`src/hw/adcc_regs.svh`:
```
// Register offsets, field positions, reset values and timing counts.
`ifndef ADCC_REGS_SVH
`define ADCC_REGS_SVH

`define ADCC_ADDR_W 8
`define ADCC_TRIGREF_OFS 8'h00
`define ADCC_CTRL_OFS 8'h04
`define ADCC_TIMING_OFS 8'h08
`define ADCC_SRCCFG_OFS 8'h0c
`define ADCC_STATUS_OFS 8'h10

`define ADCC_TRIGREF_RST 8'h00
`define ADCC_TIMING_RST 6'h00
`define ADCC_SRCCFG_RST 6'h00

`define ADCC_TSEL_LSB 6
`define ADCC_POSITIVE_REFERENCE_SELECT_LSB 4
`define ADCC_NEGATIVE_REFERENCE_SELECT_BIT 3
`define ADCC_NEGATIVE_CHANNEL_SELECT_LSB 0
`define ADCC_CTRL_EN_BIT 0
`define ADCC_CTRL_GO_BIT 1
`define ADCC_ACQUISITION_TIME_SELECT_LSB 3
`define ADCC_CONVERSION_CLOCK_SELECT_LSB 0
`define ADCC_COMPARE_UNIT_TWO_MODE_LSB 0
`define ADCC_MTRIG_BIT 8
`define ADCC_T3SEL_BIT 9

`define ADCC_CAPTURE_COMPARE_UNIT_TWO_SPECIAL 4'hb
`define ADCC_RESP_OKAY 2'h0
`define ADCC_RESP_SLVERR 2'h2

`define ADCC_CLK_MHZ 100
`define ADCC_INSN_NS 40
`define ADCC_ACQ_UNIT_NS 200
`define ADCC_INSN_CYC ((`ADCC_INSN_NS * `ADCC_CLK_MHZ + 999) / 1000)
`define ADCC_ACQ_UNIT_CYC ((`ADCC_ACQ_UNIT_NS * `ADCC_CLK_MHZ + 999) / 1000)

`endif

```
`src/hw/adcc_pkg.sv`:
```
// Types shared by the converter trigger and reference control block.
package adcc_pkg;

  typedef enum logic [1:0] {
    ADCC_TRIG_ENHANCED_CAPTURE_COMPARE_ONE = 2'h0,
    ADCC_TRIG_CHARGE_TIME_MEASUREMENT_UNIT = 2'h1,
    ADCC_TRIG_TIMER1 = 2'h2,
    ADCC_TRIG_CAPTURE_COMPARE_UNIT_TWO = 2'h3
  } adcc_trig_src_t;

  typedef enum logic [3:0] {
    ADCC_SEQ_IDLE = 4'b0001,
    ADCC_SEQ_DELAY = 4'b0010,
    ADCC_SEQ_ACQ = 4'b0100,
    ADCC_SEQ_CONV = 4'b1000
  } adcc_seq_state_t;

endpackage : adcc_pkg

```
`src/hw/adcc_ctl_if.sv`:
```
// Control link between the register block and the conversion sequencer.
`timescale 1ns/1ps
`default_nettype none
interface adcc_ctl_if;
  logic enable;
  logic start;
  logic [2:0] acq_sel;
  logic busy;
  logic acquiring;
  logic converting;
  logic conv_start;

  modport regs (output enable, output start, output acq_sel,
                input busy, input acquiring, input converting,
                input conv_start);
  modport seq (input enable, input start, input acq_sel,
               output busy, output acquiring, output converting,
               output conv_start);
endinterface : adcc_ctl_if
`default_nettype wire

```
`src/hw/adcc_conv_seq.sv`:
```
// Conversion start sequencer: optional delay, acquisition, conversion.
`timescale 1ns/1ps
`default_nettype none
`include "adcc_regs.svh"
module adcc_conv_seq (
  input wire logic sys_clk,
  input wire logic reset,
  input wire logic conv_done,
  adcc_ctl_if.seq ctl
);
  adcc_pkg::adcc_seq_state_t state_ff;
  adcc_pkg::adcc_seq_state_t nxt_state;
  logic [7:0] cnt_ff;
  logic [7:0] nxt_cnt;
  logic nxt_conv_start;

  always_comb begin
    nxt_state = state_ff;
    nxt_cnt = cnt_ff;
    nxt_conv_start = 1'b0;
    unique case (state_ff)
      adcc_pkg::ADCC_SEQ_IDLE: begin
        if (ctl.start && ctl.enable) begin
          if (ctl.acq_sel == 3'h0) begin
            // Leaves one instruction cycle for the core to go to sleep.
            nxt_state = adcc_pkg::ADCC_SEQ_DELAY;
            nxt_cnt = 8'(`ADCC_INSN_CYC);
          end else begin
            nxt_state = adcc_pkg::ADCC_SEQ_ACQ;
            nxt_cnt = 8'(ctl.acq_sel * `ADCC_ACQ_UNIT_CYC);
          end
        end
      end
      adcc_pkg::ADCC_SEQ_DELAY, adcc_pkg::ADCC_SEQ_ACQ: begin
        nxt_cnt = cnt_ff - 8'h01;
        if (cnt_ff == 8'h01) begin
          nxt_state = adcc_pkg::ADCC_SEQ_CONV;
          nxt_conv_start = 1'b1;
        end
      end
      adcc_pkg::ADCC_SEQ_CONV: begin
        if (conv_done) begin
          nxt_state = adcc_pkg::ADCC_SEQ_IDLE;
        end
      end
      default: nxt_state = adcc_pkg::ADCC_SEQ_IDLE;
    endcase
    // Dropping the enable abandons any conversion under way.
    if (!ctl.enable) begin
      nxt_state = adcc_pkg::ADCC_SEQ_IDLE;
      nxt_conv_start = 1'b0;
    end
  end

  always_ff @(posedge sys_clk) begin
    if (reset) begin
      state_ff <= adcc_pkg::ADCC_SEQ_IDLE;
      cnt_ff <= 8'h00;
      ctl.conv_start <= 1'b0;
    end else begin
      state_ff <= nxt_state;
      cnt_ff <= nxt_cnt;
      ctl.conv_start <= nxt_conv_start;
    end
  end

  always_ff @(posedge sys_clk) begin
    if (reset) begin
      ctl.busy <= 1'b0;
      ctl.acquiring <= 1'b0;
      ctl.converting <= 1'b0;
    end else begin
      ctl.busy <= nxt_state != adcc_pkg::ADCC_SEQ_IDLE;
      ctl.acquiring <= nxt_state == adcc_pkg::ADCC_SEQ_ACQ;
      ctl.converting <= nxt_state == adcc_pkg::ADCC_SEQ_CONV;
    end
  end
endmodule : adcc_conv_seq
`default_nettype wire

```
`src/hw/adcc_top.sv`:
```
// Converter trigger and reference control with an AXI4-Lite register slave.
// What this block does
// - Start conversions from compare unit two, enhanced unit one, CHARGE_TIME_MEASUREMENT_UNIT or Timer1.
// - Compare unit two triggers only when its mode field is 1011.
// - Measurement unit triggers only while its trigger enable bit is set.
// - Enabled trigger sets the busy bit and begins acquisition, or the sleep delay when acquisition select is 000.
// - With the converter disabled every trigger is ignored.
// - Capture/compare triggers clear Timer1 or Timer3, even when disabled.
// - Acquisition select 000 delays conversion by one instruction cycle.
// - Positive reference: 11 4.1V, 10 2.0V, 01 external pin, 00 supply.
// - Negative reference bit: 1 external pin, 0 analog ground.
//
// Added by the designer: the AXI4-Lite interface to the registers and the address map.
`timescale 1ns/1ps
`default_nettype none
`include "adcc_regs.svh"
module adcc_top (
  input wire logic sys_clk,
  input wire logic reset,
  input wire logic [7:0] s_axil_awaddr,
  input wire logic s_axil_awvalid,
  output logic s_axil_awready,
  input wire logic [31:0] s_axil_wdata,
  input wire logic [3:0] s_axil_wstrb,
  input wire logic s_axil_wvalid,
  output logic s_axil_wready,
  output logic [1:0] s_axil_bresp,
  output logic s_axil_bvalid,
  input wire logic s_axil_bready,
  input wire logic [7:0] s_axil_araddr,
  input wire logic s_axil_arvalid,
  output logic s_axil_arready,
  output logic [31:0] s_axil_rdata,
  output logic [1:0] s_axil_rresp,
  output logic s_axil_rvalid,
  input wire logic s_axil_rready,
  input wire logic capture_compare_unit_two_event,
  input wire logic enhanced_capture_compare_one_event,
  input wire logic charge_time_measurement_unit_event,
  input wire logic timer1_event,
  input wire logic conv_done,
  output logic conv_start,
  output logic conversion_busy,
  output logic acquiring,
  output logic timer1_clear,
  output logic timer3_clear,
  output logic [3:0] pos_ref_onehot,
  output logic neg_ref_external,
  output logic [7:0] neg_input_route,
  output logic [2:0] conversion_clock_select
);
  adcc_ctl_if ctl ();

  logic [7:0] trigref_ff;
  logic [5:0] timing_ff;
  logic [5:0] srccfg_ff;
  logic enable_ff;
  logic sw_go_ff;
  logic trig_start;

  logic aw_hold_ff;
  logic [7:0] aw_addr_ff;
  logic w_hold_ff;
  logic [31:0] w_data_ff;
  logic [3:0] w_strb_ff;
  logic awready_ff;
  logic wready_ff;
  logic bvalid_ff;
  logic [1:0] bresp_ff;
  logic arready_ff;
  logic rvalid_ff;
  logic [31:0] rdata_ff;
  logic [1:0] rresp_ff;
  logic nxt_aw_hold;
  logic nxt_w_hold;
  logic nxt_rvalid;
  logic wr_fire;
  logic rd_fire;
  logic wr_hit;
  logic [31:0] rd_word;
  logic rd_hit;

  logic [3:0] pos_ref_ff;
  logic neg_ref_ff;
  logic [7:0] neg_route_ff;
  logic [2:0] clk_sel_ff;

  // Write address and data are taken independently and held until answered.
  always_comb begin
    nxt_aw_hold = aw_hold_ff;
    nxt_w_hold = w_hold_ff;
    if (s_axil_awvalid && awready_ff) begin
      nxt_aw_hold = 1'b1;
    end else if (bvalid_ff && s_axil_bready) begin
      nxt_aw_hold = 1'b0;
    end
    if (s_axil_wvalid && wready_ff) begin
      nxt_w_hold = 1'b1;
    end else if (bvalid_ff && s_axil_bready) begin
      nxt_w_hold = 1'b0;
    end
  end

  assign wr_fire = aw_hold_ff && w_hold_ff && !bvalid_ff;

  always_ff @(posedge sys_clk) begin
    if (reset) begin
      aw_hold_ff <= 1'b0;
      w_hold_ff <= 1'b0;
      awready_ff <= 1'b0;
      wready_ff <= 1'b0;
    end else begin
      aw_hold_ff <= nxt_aw_hold;
      w_hold_ff <= nxt_w_hold;
      awready_ff <= !nxt_aw_hold;
      wready_ff <= !nxt_w_hold;
    end
  end

  always_ff @(posedge sys_clk) begin
    if (reset) begin
      aw_addr_ff <= 8'h00;
      w_data_ff <= 32'h0000_0000;
      w_strb_ff <= 4'h0;
    end else begin
      if (s_axil_awvalid && awready_ff) begin
        aw_addr_ff <= s_axil_awaddr;
      end
      if (s_axil_wvalid && wready_ff) begin
        w_data_ff <= s_axil_wdata;
        w_strb_ff <= s_axil_wstrb;
      end
    end
  end

  always_comb begin
    unique case (aw_addr_ff)
      `ADCC_TRIGREF_OFS, `ADCC_CTRL_OFS, `ADCC_TIMING_OFS,
      `ADCC_SRCCFG_OFS, `ADCC_STATUS_OFS: wr_hit = 1'b1;
      default: wr_hit = 1'b0;
    endcase
  end

  always_ff @(posedge sys_clk) begin
    if (reset) begin
      bvalid_ff <= 1'b0;
      bresp_ff <= `ADCC_RESP_OKAY;
    end else if (wr_fire) begin
      bvalid_ff <= 1'b1;
      bresp_ff <= wr_hit ? `ADCC_RESP_OKAY : `ADCC_RESP_SLVERR;
    end else if (s_axil_bready) begin
      bvalid_ff <= 1'b0;
    end
  end

  // Register writes; the status word is read-only and ignores writes.
  always_ff @(posedge sys_clk) begin
    if (reset) begin
      trigref_ff <= `ADCC_TRIGREF_RST;
      timing_ff <= `ADCC_TIMING_RST;
      srccfg_ff <= `ADCC_SRCCFG_RST;
      enable_ff <= 1'b0;
    end else if (wr_fire) begin
      if (aw_addr_ff == `ADCC_TRIGREF_OFS && w_strb_ff[0]) begin
        trigref_ff <= w_data_ff[7:0];
      end
      if (aw_addr_ff == `ADCC_CTRL_OFS && w_strb_ff[0]) begin
        enable_ff <= w_data_ff[`ADCC_CTRL_EN_BIT];
      end
      if (aw_addr_ff == `ADCC_TIMING_OFS && w_strb_ff[0]) begin
        timing_ff <= w_data_ff[5:0];
      end
      if (aw_addr_ff == `ADCC_SRCCFG_OFS) begin
        if (w_strb_ff[0]) begin
          srccfg_ff[3:0] <= w_data_ff[`ADCC_COMPARE_UNIT_TWO_MODE_LSB +: 4];
        end
        if (w_strb_ff[1]) begin
          srccfg_ff[4] <= w_data_ff[`ADCC_MTRIG_BIT];
          srccfg_ff[5] <= w_data_ff[`ADCC_T3SEL_BIT];
        end
      end
    end
  end

  // A software start is honoured only with the enable bit set in the
  // same write, so a disabled converter never latches a stale request.
  always_ff @(posedge sys_clk) begin
    if (reset) begin
      sw_go_ff <= 1'b0;
    end else begin
      sw_go_ff <= wr_fire && aw_addr_ff == `ADCC_CTRL_OFS && w_strb_ff[0] &&
                  w_data_ff[`ADCC_CTRL_GO_BIT] &&
                  w_data_ff[`ADCC_CTRL_EN_BIT];
    end
  end

  // Reads answer one cycle after the address is taken.
  assign rd_fire = s_axil_arvalid && arready_ff;
  assign nxt_rvalid = rd_fire || (rvalid_ff && !s_axil_rready);

  always_comb begin
    rd_word = 32'h0000_0000;
    rd_hit = 1'b1;
    unique case (s_axil_araddr)
      `ADCC_TRIGREF_OFS: rd_word[7:0] = trigref_ff;
      `ADCC_CTRL_OFS: begin
        rd_word[`ADCC_CTRL_EN_BIT] = enable_ff;
        rd_word[`ADCC_CTRL_GO_BIT] = ctl.busy;
      end
      `ADCC_TIMING_OFS: rd_word[5:0] = timing_ff;
      `ADCC_SRCCFG_OFS: begin
        rd_word[`ADCC_COMPARE_UNIT_TWO_MODE_LSB +: 4] = srccfg_ff[3:0];
        rd_word[`ADCC_MTRIG_BIT] = srccfg_ff[4];
        rd_word[`ADCC_T3SEL_BIT] = srccfg_ff[5];
      end
      `ADCC_STATUS_OFS: begin
        rd_word[0] = ctl.busy;
        rd_word[1] = ctl.acquiring;
        rd_word[2] = ctl.converting;
        rd_word[3] = enable_ff;
      end
      default: rd_hit = 1'b0;
    endcase
  end

  always_ff @(posedge sys_clk) begin
    if (reset) begin
      rvalid_ff <= 1'b0;
      arready_ff <= 1'b0;
      rdata_ff <= 32'h0000_0000;
      rresp_ff <= `ADCC_RESP_OKAY;
    end else begin
      rvalid_ff <= nxt_rvalid;
      arready_ff <= !nxt_rvalid;
      if (rd_fire) begin
        rdata_ff <= rd_word;
        rresp_ff <= rd_hit ? `ADCC_RESP_OKAY : `ADCC_RESP_SLVERR;
      end
    end
  end

  adcc_trig_sel u_trig (
    .sys_clk(sys_clk),
    .reset(reset),
    .capture_compare_unit_two_event(capture_compare_unit_two_event),
    .enhanced_capture_compare_one_event(enhanced_capture_compare_one_event),
    .charge_time_measurement_unit_event(charge_time_measurement_unit_event),
    .timer1_event(timer1_event),
    .compare_unit_two_mode(srccfg_ff[3:0]),
    .measurement_unit_trigger_enable(srccfg_ff[4]),
    .trigger_source_select(trigref_ff[`ADCC_TSEL_LSB +: 2]),
    .converter_enable(enable_ff),
    .timer3_select(srccfg_ff[5]),
    .start_ff(trig_start),
    .timer1_clear_ff(timer1_clear),
    .timer3_clear_ff(timer3_clear)
  );

  assign ctl.enable = enable_ff;
  assign ctl.start = trig_start || sw_go_ff;
  assign ctl.acq_sel = timing_ff[`ADCC_ACQUISITION_TIME_SELECT_LSB +: 3];

  adcc_conv_seq u_seq (
    .sys_clk(sys_clk),
    .reset(reset),
    .conv_done(conv_done),
    .ctl(ctl)
  );

  // Analog selects are registered so the switches never see decode glitches.
  always_ff @(posedge sys_clk) begin
    if (reset) begin
      pos_ref_ff <= 4'h1;
      neg_ref_ff <= 1'b0;
      neg_route_ff <= 8'h01;
      clk_sel_ff <= 3'h0;
    end else begin
      pos_ref_ff <= 4'h1 << trigref_ff[`ADCC_POSITIVE_REFERENCE_SELECT_LSB +: 2];
      neg_ref_ff <= trigref_ff[`ADCC_NEGATIVE_REFERENCE_SELECT_BIT];
      neg_route_ff <= 8'h01 << trigref_ff[`ADCC_NEGATIVE_CHANNEL_SELECT_LSB +: 3];
      clk_sel_ff <= timing_ff[`ADCC_CONVERSION_CLOCK_SELECT_LSB +: 3];
    end
  end

  assign s_axil_awready = awready_ff;
  assign s_axil_wready = wready_ff;
  assign s_axil_bvalid = bvalid_ff;
  assign s_axil_bresp = bresp_ff;
  assign s_axil_arready = arready_ff;
  assign s_axil_rvalid = rvalid_ff;
  assign s_axil_rdata = rdata_ff;
  assign s_axil_rresp = rresp_ff;
  assign conv_start = ctl.conv_start;
  assign conversion_busy = ctl.busy;
  assign acquiring = ctl.acquiring;
  assign pos_ref_onehot = pos_ref_ff;
  assign neg_ref_external = neg_ref_ff;
  assign neg_input_route = neg_route_ff;
  assign conversion_clock_select = clk_sel_ff;
endmodule : adcc_top
`default_nettype wire

```
`src/hw/adcc_trig_sel.sv`:
```
// Special event trigger qualification, selection and timer clearing.
`timescale 1ns/1ps
`default_nettype none
`include "adcc_regs.svh"
module adcc_trig_sel (
  input wire logic sys_clk,
  input wire logic reset,
  input wire logic capture_compare_unit_two_event,
  input wire logic enhanced_capture_compare_one_event,
  input wire logic charge_time_measurement_unit_event,
  input wire logic timer1_event,
  input wire logic [3:0] compare_unit_two_mode,
  input wire logic measurement_unit_trigger_enable,
  input wire logic [1:0] trigger_source_select,
  input wire logic converter_enable,
  input wire logic timer3_select,
  output logic start_ff,
  output logic timer1_clear_ff,
  output logic timer3_clear_ff
);
  logic capture_compare_unit_two_ok;
  logic charge_time_measurement_unit_ok;
  logic picked;
  logic ccp_fire;

  assign capture_compare_unit_two_ok = capture_compare_unit_two_event &&
                   (compare_unit_two_mode == `ADCC_CAPTURE_COMPARE_UNIT_TWO_SPECIAL);
  assign charge_time_measurement_unit_ok = charge_time_measurement_unit_event && measurement_unit_trigger_enable;

  always_comb begin
    unique case (adcc_pkg::adcc_trig_src_t'(trigger_source_select))
      adcc_pkg::ADCC_TRIG_CAPTURE_COMPARE_UNIT_TWO: picked = capture_compare_unit_two_ok;
      adcc_pkg::ADCC_TRIG_TIMER1: picked = timer1_event;
      adcc_pkg::ADCC_TRIG_CHARGE_TIME_MEASUREMENT_UNIT: picked = charge_time_measurement_unit_ok;
      adcc_pkg::ADCC_TRIG_ENHANCED_CAPTURE_COMPARE_ONE: picked = enhanced_capture_compare_one_event;
    endcase
  end

  // The timer clear does not depend on the converter being enabled.
  assign ccp_fire = capture_compare_unit_two_ok || enhanced_capture_compare_one_event;

  always_ff @(posedge sys_clk) begin
    if (reset) begin
      start_ff <= 1'b0;
    end else begin
      start_ff <= picked && converter_enable;
    end
  end

  always_ff @(posedge sys_clk) begin
    if (reset) begin
      timer1_clear_ff <= 1'b0;
      timer3_clear_ff <= 1'b0;
    end else begin
      timer1_clear_ff <= ccp_fire && !timer3_select;
      timer3_clear_ff <= ccp_fire && timer3_select;
    end
  end
endmodule : adcc_trig_sel
`default_nettype wire

```
`config.mk`:
```
export PLATFORM = sky130hd
export DESIGN_NAME = adcc_top
export DESIGN_NICKNAME = d
export VERILOG_FILES = /design/src/hw/adcc_pkg.sv /design/src/hw/adcc_ctl_if.sv /design/src/hw/adcc_conv_seq.sv /design/src/hw/adcc_top.sv /design/src/hw/adcc_trig_sel.sv
export VERILOG_INCLUDE_DIRS = /design/src /design/src/hw
export SDC_FILE = /design/constraint.sdc
export NUM_CORES = 1
export LEC_CHECK = 0
export BUFFER_PORTS_ARGS = -buffer_cell sky130_fd_sc_hd__buf_2
export CAP_MARGIN = 30
export CELL_PAD_IN_SITES_DETAIL_PLACEMENT = 1
export CELL_PAD_IN_SITES_GLOBAL_PLACEMENT = 2
export CORE_ASPECT_RATIO = 1.2
export CORE_MARGIN = 1.5
export CORE_UTILIZATION = 30
export CTS_CLUSTER_DIAMETER = 100
export DETAILED_ROUTE_END_ITERATION = 7
export GPL_TIMING_DRIVEN = 0
export HOLD_SLACK_MARGIN = 0.12
export PLACE_DENSITY = 0.88
export SLEW_MARGIN = 15
export SYNTH_ARGS = -nofsm -noshare
export SYNTH_HDL_FRONTEND = slang
export SYNTH_HIERARCHICAL = 1
export SYNTH_SLANG_ARGS = --single-unit
```
`constraint.sdc`:
```
create_clock -name sys_clk -period 2.16 [get_ports sys_clk]
set_input_delay 0.432 -clock sys_clk [delete_from_list [all_inputs] [get_ports sys_clk]]
set_output_delay 0.432 -clock sys_clk [all_outputs]
set_load 0.02 [all_outputs]
```
==> key figures, run 1 <==
Power and ir drop
  • Worst vdd ir: 0.303 mV
  • PwrDens: 736 mW/mm^2
  • LEAKAGE: 2.03 nW
  • Power Total: 0.00376 W

Routing
  • Initial DRC count: 103
  • Vias per inst: 4.81
  • Routed vias: 3452
  • WL per Instance: 15.9 um
  • # DRC: 0
  • Final wirelength: 11400 um
  • Final ANT Viol Nets: 0
  • 1st-pass router iterations: 4

Yosys
  • Async SR Flop Fraction: 0%
  • Seq/Total Area, Yosys: 47.0%
  • Compound-Gate Fraction of Synth Area: 12.0%
  • Post-synth top flop: dfxtp_1
  • Mux contribution to synthesized area: 7.25%
  • Yosys warns: 6
  • Yosys top cell area share: 47.0%
  • Syn Std Cell Area: 0.00409 sq mm
  • Largest family of logic cells by synthesized area: simple AND/OR/NAND/NOR gates
  • Area share of and/or/nand/nor cells after synthesis: 24.8%
  • Cells after Synth: 433
  • Most numerous cell in the Yosys netlist: dfxtp_1
  • XOR/XNOR Fraction of Synth Area: 0.611%
  • Synth top area cells: dfxtp_1 47%, mux2i_1 5.9%, nand2_1 5.1%, buf_4 4.6%, a21oi_1 4.0%
  • Synth cell types: 68
  • Largest area contributor in the netlist: dfxtp_1
  • Commonest cells in the netlist: 96 x dfxtp_1, 56 x nand2_1, 37 x nor2_1
  • Synth Area in Adders: 1.53%
  • FF+latch count, synth: 96
  • Post-synth EDFFs: 0
  • Avg Inst Size Synth: 9.45 sq um

Cells and area
  • Register Area: 0.00192 sq mm
  • Ant diodes: 0
  • Cell Count, Final, Fillers Out: 717
  • Footprint of the multi-input gates: 0.00198 sq mm
  • Fillers: 1571
  • Final nets: 614
  • Layout cells sized above 1: 25.9%
  • Area Overhead vs Synth: 24.6%

Floorplan
  • Die area: 0.0144 sq mm
  • Starting Density: 30.8%
  • Core ar.: 0.0133 sq mm
  • Die X: 110 um
  • Row cnt: 46
  • Die height: 131 um
  • IO Pins: 126

Run
  • Max_cap viols: 0

CTS
  • H-tree levels: 3
  • CTS Root Buffer Type: clkbuf_16
  • CTS buffer count: 9
  • Max clock buf depth: 2
  • Number of clock sinks: 96
  • Hold-fix buffer count after cts: 0
  • CTS tree: yes
  • Clock slew at reported path FFs: 0.06 ns
  • Clock Latency Late Sink: 0.35 ns

Placed design
  • Port Buffers: 77
  • Dpl hpwl: 8770 um
  • Post-Place Cells: 701
  • GPL Wtd Cong: 0.793
  • Pre-CTS setup slack: -0.0501 ns

Status
  • Outcome: completed

Setup path
  • Crit Path Max Fanout: 6
  • Crit Path Class: reg2reg
  • R2r endpoint: timing_ff[2]
  • Startpoint types: flop
  • R2R setup slack: 0.09 ns
  • Reg-to-Reg Start: aw_addr_ff[6]
  • Worst r2r path cells: 5
  • Critical path capture point type: flop
  • Critical path data arrival time: 2.28 ns
  • Required @ worst endpoint: 2.37 ns

Timing
  • Post-route minimum period: 2.07 ns
  • Ratio of final minimum period to clock period: 95.8%
  • Final hold vios: 0
  • Max Clock Freq: 483 MHz
  • RSZ-0062 raised after global routing: no
  • Final clock skew: 0.00594 ns
  • Final WS setup: 0.0899 ns
  • Slew @ Worst Pin: 0.844 ns
  • Slew margin rel.: 43.2%
  • Final setup fails: 0
  • Max Slew Vio Count: 0

Global route
  • Initial antenna violation count: 0
  • Vias in the first global route: 3600
  • First-pass GRT wire length: 18100 um
  • GRT overflow: 0
  • Total track usage: 16.7%
  • Largest net degree at the start of global routing: 15

Hold path
  • Min-delay src: conv_done
  • Hold depth: 2
  • Hold endpoint: u_seq/ctl.busy
  • Worst hold path class: in2reg
[through the flow]
step / hold slack (ns) / setup TNS, ns / utilization (%) / area [sq um]
after floorplan: 0.431 / 0 / - / 4180
after global placement: 0.440 / -0.00854 / 35.9 / 4770
after detailed placement: 0.444 / -0.273 / 35.9 / 4770
after CTS: 0.306 / 0 / 38.4 / 5100
after global routing: 0.323 / 0 / 38.4 / 5100
final: 0.317 / 0 / 38.4 / 5100
[layer usage]
metal	global-route usage, %	part of all wire [%]
met3	2.78	4.0
met5	0	0
met4	7.94	2.3
met2	29.6	52
met1	19.3	42
[how the worst max path moves through the flow]
stage	from	endpoint	slack (ns)	cells past startpoint
after global routing	aw_addr_ff[6]	timing_ff[0]	0.01	5
after detailed placement	s_axil_araddr[1]	s_axil_rdata[5]	-0.05	5
final	aw_addr_ff[6]	timing_ff[2]	0.09	5
after global placement	aw_addr_ff[6]	trigref_ff[4]	-0.005	5
after floorplan	aw_addr_ff[6]	trigref_ff[0]	0.24	5
after CTS	aw_addr_ff[6]	timing_ff[2]	0.07	5
[repair_timing]
action,4_1_cts,5_1_grt
gates resized for setup,0,0
buffers inserted,1,0
setup endpoints to repair,7,0
[layout make-up]
cell class              instances  share of cell area (%)
multi-input cells             313                    38.8
flip-flops and latches         96                    37.7
repair buffers                 78                    7.95
clock buffers                  12                    5.22
plain buffers                  41                    5.00
well taps                     168                    4.12
clock inverters                 3                   0.785
inverters                       6                   0.442
[critical path: stages (launching register included)]
cell and delay (ns):
dfxtp_1 0.31, or4_1 0.53, buf_6 0.16, nor4_4 0.59, mux2i_1 0.27, nor2_1 0.06
[registers in the layout, indices dropped and copies added, names as in the netlist, 2 cells and up]
register	flops
timing_ff	6
srccfg_ff	6
pos_ref_onehot	4
trigref_ff	8
u_seq/state_ff	4
w_data_ff	10
neg_input_route	8
s_axil_rdata	10
aw_addr_ff	8
conversion_clock_select	3
w_strb_ff	2
u_seq/cnt_ff	8
[placed cells by master, fill, tap and decap left out, drive strengths merged, types with 2 or more instances in the layout]
| cell type | Yosys | final |
|---|---|---|
| dfxtp | 96 | 96 |
| nand2 | 56 | 56 |
| nor2b | 13 | 13 |
| ha | 5 | 5 |
| nand2b | 7 | 7 |
| and2 | 4 | 4 |
| nor4b | 3 | 3 |
| mux2i | 24 | 24 |
| clkbuf | 14 | 26 |
| a22o | 4 | 4 |
| o311ai | 2 | 2 |
| nor3b | 3 | 3 |
| or4 | 3 | 3 |
| a32o | 2 | 2 |
| nand3 | 13 | 13 |
| nor2 | 38 | 38 |
| a21oi | 34 | 34 |
| conb | 1 | 24 |
| a32oi | 4 | 4 |
| or4bb | 2 | 2 |
| nor3 | 8 | 8 |
| xor2 | 2 | 2 |
| inv | 6 | 6 |
| or2 | 2 | 2 |
| clkinv | 0 | 2 |
| nand3b | 2 | 2 |
| nand4b | 6 | 6 |
| nand4 | 3 | 3 |
| o21ai | 14 | 14 |
| nor4 | 10 | 10 |
| mux4 | 2 | 2 |
| buf | 27 | 105 |
| a22oi | 2 | 2 |
[cell families after synthesis]
family,Yosys count
mux,27
other cells,1
buf+inv,47
compound gates,76
simple gates,179
xor+xnor,2
fa+ha+maj,5
flops,96
[where the power goes]
group          switching (W)  internal (W)
Combinational       0.000177      0.000107
Clock               0.000666      0.000982
Sequential         0.0000252       0.00180
Total               0.000868       0.00289
Power figures use the tool's default switching activity.
==> inputs of run 2 (changes only) <==
--- a/config.mk
+++ b/config.mk
@@ -16,2 +16,3 @@
 export CTS_CLUSTER_DIAMETER = 100
+export CTS_CLUSTER_SIZE = 28
 export DETAILED_ROUTE_END_ITERATION = 7
@@ -20,2 +21,3 @@
 export PLACE_DENSITY = 0.88
+export SKIP_LAST_GASP = 1
 export SLEW_MARGIN = 15
--- a/constraint.sdc
+++ b/constraint.sdc
@@ -3,2 +3,2 @@
 set_output_delay 0.432 -clock sys_clk [all_outputs]
-set_load 0.02 [all_outputs]
+set_load 0.1 [all_outputs]
==> run 2 against run 1 <==
Total power fell by 0.74%. Sequential power barely moved. Fmax fell by 0.43%. Core utilization decreased by 0.37 points. Clock skew increased by 0.0039 ns. Global-route usage is 0.43 points lower. Clock-buffer cell count is the same. Routed wire length is 2.4% lower. Register-to-register slack about the same. Die area is the same. Critical path type unchanged. Critical endpoint is now timing_ff[0]. Largest cell class unchanged.
==> key figures, run 2 (synthesized netlist as in run 1, its figures left out) <==
Setup path
  • Crit Path Max Fanout: 6 (unchanged)
  • Crit Path Class: reg2reg
  • Critical path data arrival time: 2.28 ns (about the same)
  • R2R setup slack: 0.08 ns (about the same)
  • Critical path capture point type: flop
  • Startpoint types: flop
  • Setup crit start: aw_addr_ff[6]
  • Required @ worst endpoint: 2.36 ns (about the same)
  • Worst r2r path cells: 5 (unchanged)
  • Crit path to: timing_ff[0]
  • R2r endpoint: timing_ff[0]
  • Reg-to-Reg Start: aw_addr_ff[6]

Global route
  • Total track usage: 16.2% (-0.43 points)
  • Vias in the first global route: 3519 (-2.3%)
  • GRT overflow: 0 (unchanged)
  • Initial antenna violation count: 0 (unchanged)
  • Largest net degree at the start of global routing: 15 (unchanged)
  • First-pass GRT wire length: 17800 um (-1.6%)

Power and ir drop
  • Psw: 0.00105 W (+21%)
  • Net Sw Frac: 28.1% (+5.0 points)
  • Worst vdd ir: 0.271 mV (-11%)
  • PwrDens: 738 mW/mm^2 (+0.22%)
  • Clock share of power: 38.1% (-5.8 points)
  • Combinational power share: 13.0% (+5.4 points)
  • Pint: 0.00268 W (-7.2%)
  • LEAKAGE: 2.00 nW (-1.8%)
  • Seq pwr share: 48.9% (+0.3 points)

Timing
  • Post-route minimum period: 2.08 ns (+0.00899 ns)
  • Max Clock Freq: 481 MHz (-0.43%)
  • RSZ-0062 raised after global routing: no
  • Final setup fails: 0 (unchanged)
  • Final clock skew: 0.00985 ns (+0.00390 ns)
  • Max Slew Vio Count: 0 (unchanged)
  • Slew margin rel.: 41.8% (-1.5 points)
  • Final hold vios: 0 (unchanged)
  • Slew @ Worst Pin: 0.866 ns (+0.0218 ns)
  • Final WS setup: 0.0809 ns (-0.00899 ns)
  • Ratio of final minimum period to clock period: 96.3% (+0.42 points)
  • Sum Neg Setup Slack: 0 ns (unchanged)

CTS
  • CTS tree: yes
  • H-tree levels: 3 (unchanged)
  • CTS Root Buffer Type: clkbuf_16
  • Number of clock sinks: 96 (unchanged)
  • Max clock buf depth: 2 (unchanged)
  • Clock Latency Late Sink: 0.34 ns (about the same)
  • Number of setup buffers added after CTS: 1 (unchanged)
  • Post-CTS Resized: 0 (unchanged)
  • Hold-fix buffer count after cts: 0 (unchanged)
  • CTS buffer count: 9 (unchanged)
  • Clock slew at reported path FFs: 0.07 ns (about the same)

Floorplan
  • Starting Density: 30.8% (unchanged)
  • Die X: 110 um (unchanged)
  • Die area: 0.0144 sq mm (unchanged)
  • Core ar.: 0.0133 sq mm (unchanged)
  • IO Pins: 126 (unchanged)
  • Row cnt: 46 (unchanged)
  • Die height: 131 um (unchanged)

Cells and area
  • Area Overhead vs Synth: 23.4%
  • Cell Count, Final, Fillers Out: 717 (unchanged)
  • Commonest non-fill, non-tap cells in the layout: 95 x dfxtp_1, 77 x buf_2, 56 x nand2_1
  • Final instance area: 0.00505 sq mm (-0.96%)
  • Fin util: 38.0% (-0.37 points)
  • Fillers: 1563 (-0.51%)
  • Layout cells sized above 1: 25.5% (-0.36 points)
  • Commonest non-fill, non-tap cell in the layout: dfxtp_1
  • Final nets: 614 (unchanged)
  • Ant diodes: 0 (unchanged)

Routing
  • Vias per inst: 4.78 (-0.72%)
  • WL per Instance: 15.5 um (-2.4%)
  • 1st-pass router iterations: 4 (unchanged)
  • Initial DRC count: 80 (-22%)
  • # DRC: 0 (unchanged)
  • Final wirelength: 11100 um (-2.4%)
  • Final ANT Viol Nets: 0 (unchanged)
  • Routed vias: 3427 (-0.72%)

Placed design
  • Pre-CTS setup slack: -0.0701 ns (-0.0200 ns)
  • Dpl hpwl: 8660 um (-1.2%)
  • Post-Place Cells: 701 (unchanged)
  • Port Buffers: 77 (unchanged)
  • GPL Wtd Cong: 0.811 (+2.3%)
  • Placed cell areas: 0.00478 sq mm (about the same)

Status
  • Outcome: completed

Run
  • Max_cap viols: 0 (unchanged)

Hold path
  • Worst hold path class: in2reg
==> run 2: routing by layer <==
layer / part of all wire, % / vias to the layer above / track usage [%]
met1: 43 / 1635 / 19.1
met2: 52 / 72 / 29.1
met4: 1.1 / 0 / 4.58
met3: 4.5 / 12 / 3.97
li1: - / 1708 / -
met5: 0 / - / 0
==> run 2: area by class of cell <==
type	instances	area (sq um)	area share, %
well taps	168	210	4.16
multi-input cells	313	1980	39.2
plain buffers	41	255	5.05
clock buffers	12	236	4.68
clock inverters	3	20.0	0.396
flip-flops and latches	96	1920	38.1
repair buffers	78	405	8.02
inverters	6	22.5	0.446
==> run 2: metrics by stage <==
stage,power [W],hold slack (ns)
after floorplan,0.00225,0.431
after global placement,0.00234,0.440
after detailed placement,0.00235,0.451
after CTS,0.00377,0.311
after global routing,0.00388,0.323
final,0.00373,0.323
==> run 2: worst max-delay path: stages, from the launching register on <==
cell	delay, ns
dfxtp_1	0.31
or4_1	0.54
buf_6	0.16
nor4_4	0.61
mux2i_1	0.27
nor2_1	0.06
==> run 2: worst min path at each step <==
stage / startpoint / end / slack (ns) / cells past startpoint
final: conv_done / u_seq/ctl.busy / 0.32 / 2
after global routing: s_axil_wstrb[0] / w_strb_ff[0] / 0.32 / 3
after CTS: conv_done / u_seq/ctl.busy / 0.31 / 2
after detailed placement: aw_addr_ff[0] / aw_addr_ff[0] / 0.45 / 2
after global placement: aw_addr_ff[1] / aw_addr_ff[1] / 0.44 / 2
after floorplan: aw_addr_ff[1] / aw_addr_ff[1] / 0.43 / 2
==> run 2: power groups by stage <==
| stage | sequential (W) | clock [W] | combinational (W) |
|---|---|---|---|
| after floorplan | 0.00192 | 0 | 0.000325 |
| after global placement | 0.00186 | 0 | 0.000477 |
| after detailed placement | 0.00186 | 0 | 0.000483 |
| after CTS | 0.00182 | 0.00146 | 0.000484 |
| after global routing | 0.00183 | 0.00154 | 0.000513 |
| final | 0.00182 | 0.00142 | 0.000483 |
